$ cat config.mk
export PLATFORM = sky130hd
export DESIGN_NAME = subsystem_bus_port
export DESIGN_NICKNAME = d
export VERILOG_FILES = /design/src/logic/subsystem_bus_port_pkg.sv /design/src/logic/subsystem_bus_port.sv
export SDC_FILE = /design/constraint.sdc
export NUM_CORES = 2
export LEC_CHECK = 0
export BUFFER_PORTS_ARGS = -buffer_cell sky130_fd_sc_hd__buf_2
export CORE_ASPECT_RATIO = 1.25
export CORE_MARGIN = 1.5
export CORE_UTILIZATION = 31
export CTS_CLUSTER_DIAMETER = 30
export DETAILED_ROUTE_END_ITERATION = 8
export SYNTH_ARGS = -nofsm -noshare
export SYNTH_HDL_FRONTEND = slang
export SYNTH_SLANG_ARGS = --single-unit
$ cat constraint.sdc
create_clock -name clk_sys -period 4.05 [get_ports clk_sys]
set_input_delay 0 -clock clk_sys [delete_from_list [all_inputs] [get_ports clk_sys]]
set_output_delay 0 -clock clk_sys [all_outputs]
set_load 0.01 [all_outputs]
$ cat src/logic/subsystem_bus_port_pkg.sv
// constants for the subsystem-side parallel port into attribute memory
// assumes a single 200 MHz system clock; pins are synchronised inside the port
package subsystem_bus_port_pkg;
  localparam int ADDR_W = 9;
  localparam int DATA_W = 8;
  localparam int RAM_DEPTH = 256;
  localparam int CFG_COUNT = 8;
  // card_config_regs sit at subsystem addresses 256..263
  localparam logic [8:0] CFG_BASE = 9'h100;
  localparam logic [7:0] RAM_RESET = 8'h00;
  localparam logic [7:0] CFG_RESET = 8'h00;
  localparam logic [7:0] IDLE_READ = 8'hff;
  // bus style encodings
  localparam logic STYLE_DS = 1'b1;
  localparam logic STYLE_RDWR = 1'b0;
  typedef enum logic [1:0] {
    ST_IDLE = 2'b00,
    ST_READ = 2'b01,
    ST_WRITE = 2'b11
  } access_e;
endpackage

$ cat src/logic/subsystem_bus_port.sv
// subsystem parallel port: strobe decode, address latch, attribute memory, event flags
// assumes pins arrive asynchronously; host port writes arrive on clk_sys as pulses
`timescale 1ns/1ps
// Overview of operation
// - mode high: low lines address, shared bus data
// - mode low: shared bus multiplexes address/data
// - high address bit is address bit 8
// - shared bus reaches ram and config registers
// - style 1 data strobe, 0 separate strobes
// - write pin: write strobe or direction
// - open-drain status change after subsystem writes to ram or config registers
// - read pin: read enable or data strobe
// - interrupt to subsystem on host writes
// - latch strobe captures multiplexed address
module subsystem_bus_port (
  // clock and reset
  input wire logic clk_sys,
  input wire logic nrst,
  // subsystem pins
  input wire logic addr_mode_select,
  input wire logic bus_style_select,
  input wire logic [7:0] low_address_lines,
  input wire logic high_address_bit,
  input wire logic address_latch_strobe,
  input wire logic read_or_data_strobe_n,
  input wire logic write_or_direction,
  input wire logic [7:0] shared_addr_data_in,
  output logic [7:0] shared_addr_data_out,
  output logic shared_addr_data_oe_n,
  // host side events and acknowledges
  input wire logic host_write_pulse,
  input wire logic host_irq_ack,
  input wire logic status_change_ack,
  // event outputs
  output logic subsystem_irq,
  output logic status_change_out_o,
  output logic status_change_out_oe_n
);
  ////////////////////////////////////////////////////////////////////
  // pin synchronisers
  // 1 + 1 + 8 + 1 + 1 + 1 + 1 + 8 pin bits
  localparam int NSYNC = 22;
  logic [NSYNC-1:0] pin_raw, sync1_reg, sync2_reg;
  assign pin_raw = {addr_mode_select, bus_style_select, low_address_lines,
                    high_address_bit, address_latch_strobe, read_or_data_strobe_n,
                    write_or_direction, shared_addr_data_in};
  always_ff @(posedge clk_sys or negedge nrst) begin
    if (!nrst) begin
      sync1_reg <= '0;
      sync2_reg <= '0;
    end else begin
      sync1_reg <= pin_raw;
      sync2_reg <= sync1_reg;
    end
  end
  logic mode_s, style_s, hab_s, ale_s, rds_n_s, wrd_s;
  logic [7:0] low_s, sad_s;
  assign {mode_s, style_s, low_s, hab_s, ale_s, rds_n_s, wrd_s, sad_s} = sync2_reg;

  ////////////////////////////////////////////////////////////////////
  // strobe decode
  function automatic subsystem_bus_port_pkg::access_e decode(
    input logic style, input logic rds_n, input logic wrd);
    if (style == subsystem_bus_port_pkg::STYLE_DS) begin
      if (rds_n) decode = subsystem_bus_port_pkg::ST_IDLE;
      else if (wrd) decode = subsystem_bus_port_pkg::ST_READ;
      else decode = subsystem_bus_port_pkg::ST_WRITE;
    end else begin
      if (!rds_n && wrd) decode = subsystem_bus_port_pkg::ST_READ;
      else if (rds_n && !wrd) decode = subsystem_bus_port_pkg::ST_WRITE;
      else decode = subsystem_bus_port_pkg::ST_IDLE;
    end
  endfunction

  subsystem_bus_port_pkg::access_e acc, acc_reg, acc_next;
  assign acc = decode(style_s, rds_n_s, wrd_s);

  ////////////////////////////////////////////////////////////////////
  // address latch and effective address
  logic [7:0] alat_reg, alat_next;
  logic ale_active;
  logic [8:0] eff_addr;
  always_comb begin
    ale_active = (style_s == subsystem_bus_port_pkg::STYLE_DS) ? !ale_s : ale_s;
    alat_next = alat_reg;
    // capture shared lines while strobe active in multiplexed mode (mode low)
    if (!mode_s && ale_active) alat_next = sad_s;
    eff_addr = mode_s ? {hab_s, low_s} : {hab_s, alat_reg};
  end

  ////////////////////////////////////////////////////////////////////
  // attribute memory
  logic [7:0] ram [subsystem_bus_port_pkg::RAM_DEPTH];
  logic [7:0] cfg_reg [subsystem_bus_port_pkg::CFG_COUNT];
  logic write_start, read_start;
  logic in_ram, in_cfg;
  logic [2:0] cfg_idx;
  logic [7:0] rd_data;
  always_comb begin
    write_start = (acc == subsystem_bus_port_pkg::ST_WRITE) &&
                  (acc_reg != subsystem_bus_port_pkg::ST_WRITE);
    read_start = (acc == subsystem_bus_port_pkg::ST_READ);
    in_ram = !eff_addr[8];
    in_cfg = (eff_addr >= subsystem_bus_port_pkg::CFG_BASE) &&
             (eff_addr < subsystem_bus_port_pkg::CFG_BASE +
                         9'(subsystem_bus_port_pkg::CFG_COUNT));
    cfg_idx = eff_addr[2:0];
    acc_next = acc;
    // read path from ram or config registers
    if (in_ram) rd_data = ram[eff_addr[7:0]];
    else if (in_cfg) rd_data = cfg_reg[cfg_idx];
    else rd_data = subsystem_bus_port_pkg::IDLE_READ;
  end

  // write path into ram and config registers
  always_ff @(posedge clk_sys) begin
    if (write_start && in_ram) ram[eff_addr[7:0]] <= sad_s;
  end
  genvar gi;
  generate
    for (gi = 0; gi < subsystem_bus_port_pkg::CFG_COUNT; gi++) begin : g_cfg
      always_ff @(posedge clk_sys or negedge nrst) begin
        if (!nrst) cfg_reg[gi] <= subsystem_bus_port_pkg::CFG_RESET;
        else if (write_start && in_cfg && cfg_idx == 3'(gi)) cfg_reg[gi] <= sad_s;
      end
    end
  endgenerate

  ////////////////////////////////////////////////////////////////////
  // bus drive and event flags
  logic [7:0] dout_reg, dout_next;
  logic oe_n_reg, oe_n_next, irq_reg, irq_next, stc_n_reg, stc_n_next;
  always_comb begin
    dout_next = read_start ? rd_data : dout_reg;
    oe_n_next = !read_start;
    // host write sets, set wins over ack
    irq_next = host_write_pulse ? 1'b1 : (host_irq_ack ? 1'b0 : irq_reg);
    // subsystem write to ram or config registers sets, set wins over ack
    stc_n_next = (write_start && (in_ram || in_cfg)) ? 1'b0 :
                 (status_change_ack ? 1'b1 : stc_n_reg);
  end
  always_ff @(posedge clk_sys or negedge nrst) begin
    if (!nrst) begin
      acc_reg <= subsystem_bus_port_pkg::ST_IDLE;
      alat_reg <= '0;
      dout_reg <= '0;
      oe_n_reg <= 1'b1;
      irq_reg <= 1'b0;
      stc_n_reg <= 1'b1;
    end else begin
      acc_reg <= acc_next;
      alat_reg <= alat_next;
      dout_reg <= dout_next;
      oe_n_reg <= oe_n_next;
      irq_reg <= irq_next;
      stc_n_reg <= stc_n_next;
    end
  end
  assign shared_addr_data_out = dout_reg;
  assign shared_addr_data_oe_n = oe_n_reg;
  assign subsystem_irq = irq_reg;
  // open drain: drives low only while flag set
  assign status_change_out_o = 1'b0;
  assign status_change_out_oe_n = stc_n_reg;
endmodule

==> out/metrics.csv <==
stage;metric;value;unit
status;status;finished, violations left;
status;failing checks;DRC;
clock_tree;clock sink total;2177;
synthesis;ys flop type;edfxtp_1;
synthesis;leading area contributor after synthesis;edfxtp_1;
worst_setup_path;Worst setup endpoint;shared_addr_data_out[5]$_DFFE_PN0N_;
timing;worst slew pin tran;1350;ps
worst_setup_path;Worst R2R Path Depth;8;
min_path;Hold WC Path Type;in -> async;
synthesis;Synthesized Nets;5201;
die;# rows;214;
clock_tree;worst skew pair latency;900;ps
worst_setup_path;R2R setup slack;30;ps
place;port buffer count;37;
worst_setup_path;crit path from;sync2_reg[21]$_DFF_PN0_;
place;Post-Place Setup Slack;-475;ps
power_and_ir_drop;VDD IR max;0.313;mV
timing;Max Freq;249;MHz
clock_tree;Setup Buffers After CTS;0;
timing;Final Max Slew Viols;0;
cells_and_area;fin util;0.383;
power_and_ir_drop;Leak;34.9;nW
timing;crit share post-route;0.994;
cells_and_area;area grow syn2layout;22.6;%
global_route;vias in the first global route;50500;
global_route;initial antenna violation count;6;
clock_tree;clk slew on worst S/H paths;50;ps
clock_tree;clk root buf;clkbuf_16;
die;Die Ht;588;um
routing;drt first pass iters;7;
job;# Max-Cap Violations;0;
worst_setup_path;crit path max fanout;40;
routing;Residual DRC;2;
timing;final hold viol count;0;
routing;via/cell ratio;5.24;
place;area post-placement;92900;um^2
die;Starting Density;0.312;
routing;vias post-DR;50400;
synthesis;cell area after synthesis;85000;um^2
synthesis;synth warn;0;
worst_setup_path;CP endpoint kind;flip-flop;
place;gpl congestion;0.885;
global_route;All-Layer GR Usage;0.173;
global_route;first-pass GRT wire length;355000;um
clock_tree;clock tree buffer depth;4;
synthesis;number of synthesized flops with an enable pin;2048;
global_route;largest net degree at the start of global routing;145;
clock_tree;CTS Buf Count;319;
cells_and_area;Nets;5822;
global_route;grt ovf;0;
routing;DR iter-0 viols;5719;
timing;setup violators final;0;
worst_setup_path;CP Class;reg -> reg;
synthesis;commonest cells in the netlist;2048 x edfxtp_1, 966 x nand2_1, 374 x nand3_1;
routing;Antenna Nets Post-Route;0;
synthesis;Yosys top cell area share;0.724;
synthesis;async set-or-reset flop fraction in the synthesized netlist;0.0593;
timing;post-route setup slack;26.2;ps
cells_and_area;design area;104000;um^2
worst_setup_path;reg2reg end;shared_addr_data_out[5]$_DFFE_PN0N_;
place;post-DP HPWL;153000;um
power_and_ir_drop;pwr/cell area;556;nW/um^2
timing;Slew Limit Headroom;0.0966;
timing;RSZ-0062 raised after global routing;false;
timing;Fin Setup TNS;0;ps
clock_tree;H-tree depth;5;
worst_setup_path;reg2reg start;sync2_reg[21]$_DFF_PN0_;
worst_setup_path;Critical Path AT;4720;ps
cells_and_area;Filler cells;24700;
timing;clk_skew;73.1;ps
synthesis;unique cell type count in the Yosys netlist;69;
timing;fin crit period;4020;ps
die;chip width;471;um
synthesis;Gate Count Post-Synth;5172;
routing;Avg WL per Cell;25.6;um
worst_setup_path;Setup crit start kind;flip-flop;
synthesis;synth top area cells;edfxtp_1 72%, mux4_2 7.4%, nand2_1 4.3%;
die;I/O pin total;39;
die;Total Die Area;277000;um^2
worst_setup_path;Required @ worst endpoint;4750;ps
clock_tree;TritonCTS clock tree;built;
synthesis;post-synthesis sequential area ratio;0.762;
cells_and_area;layout cells sized above 1;0.246;
routing;total wire length;246000;um
synthesis;Seq cells post-synth;2177;
synthesis;top-count cell post-synth;edfxtp_1;
die;core area;272000;um^2
synthesis;syn avg cell area;16.4;um^2
cells_and_area;max reg flops;2048;
[report_power, final]
| group | internal [W] | total (W) | switching [W] |
|---|---|---|---|
| registers | 0.0247 | 0.0249 | 0.000215 |
| clock network | 0.0166 | 0.0273 | 0.0107 |
| logic | 0.00189 | 0.00564 | 0.00375 |
[critical path, stage by stage (launching register included)]
cell,delay [ps]
dfrtp_2,540
mux2_8,650
buf_4,250
buf_4,450
mux4_2,420
a32oi_1,250
nand4_1,220
nor4_2,850
a31oi_1,180
[area by class of cell]
| cell class | instances | area (um^2) | share of cell area |
|---|---|---|---|
| antenna | 10 | 25.0 | 0.000240 |
| clock buffer | 355 | 8220 | 0.0789 |
| clock inverter | 223 | 2430 | 0.0233 |
| inverter | 8 | 30.0 | 0.000288 |
| multi-input combinational | 2677 | 19000 | 0.182 |
| sequential | 2177 | 64800 | 0.621 |
| tap | 3564 | 4460 | 0.0428 |
| timing repair buffer | 610 | 5290 | 0.0508 |
[metal layers]
layer  vias to the layer above  wire (um)  GRT usage
met4                         2      13400     0.0930
met5                         -         13          0
li1                      21400          -          -
met1                     26000      91900      0.211
met2                      2435     122000      0.292
met3                       548      18900     0.0319
[worst min path at each step]
stage | start | end | slack [ps] | cells after the start
after global routing | nrst | status_change_out_oe_n$_DFFE_PN1P_ | 260 | 3
after detailed placement | shared_addr_data_in[1] | sync1_reg[1]$_DFF_PN0_ | 110 | 1
final | nrst | status_change_out_oe_n$_DFFE_PN1P_ | 280 | 3
after global placement | address_latch_strobe | sync1_reg[10]$_DFF_PN0_ | 110 | 1
after floorplan | nrst | acc_reg[0]$_DFF_PN0_ | -300 | 0
after CTS | nrst | status_change_out_oe_n$_DFFE_PN1P_ | 220 | 3
[logic make-up (layout without fill, tap and decap cells)]
| group | count (synthesis) | in the layout | share of synthesized area |
|---|---|---|---|
| AND/OR/NAND/NOR | 1806 | 1806 | 0.0906 |
| AO/OA/AOI/OAI | 445 | 445 | 0.0371 |
| other | 1 | 11 | 0.0000441 |
| XOR/XNOR | 1 | 1 | 0.000103 |
| multiplexers | 422 | 422 | 0.0923 |
| buffers and inverters | 318 | 1196 | 0.0180 |
| adder cells (fa/ha/maj) | 2 | 2 | 0.000294 |
| flip-flops | 2177 | 2177 | 0.762 |
[timing repair]
action / in CTS / in global routing
hold buffers: 53 / 0
endpoints found under the hold margin: 127 / 0
setup endpoints to repair: 5 / 0
resized for setup: 9 / 0
[layout by cell type, fill, tap and decap left out, types with 50 or more instances in the layout]
cell | Yosys | final
nand3_1 | 374 | 374
nor2_1 | 294 | 290
mux4_2 | 281 | 281
buf_12 | 0 | 50
buf_4 | 20 | 469
a31oi_1 | 67 | 67
dfrtp_1 | 127 | 118
dlygate4sd3_1 | 0 | 52
mux2i_1 | 66 | 62
nand4_1 | 60 | 60
mux2_2 | 70 | 68
edfxtp_1 | 2048 | 2048
a21oi_1 | 88 | 88
clkbuf_16 | 0 | 322
a22oi_1 | 105 | 104
nand2_1 | 966 | 966
[per-stage QoR]
stage	total power (W)	std cells	hold WS (ps)
6_report	0.0579	9624	280
5_1_grt	0.0594	9615	261
4_1_cts	0.0582	9614	217
3_5_place_dp	0.0309	8983	110
3_3_place_gp	0.0309	8983	108
2_1_floorplan	0.0284	5172	-296
(Power assumes the default switching activity.)
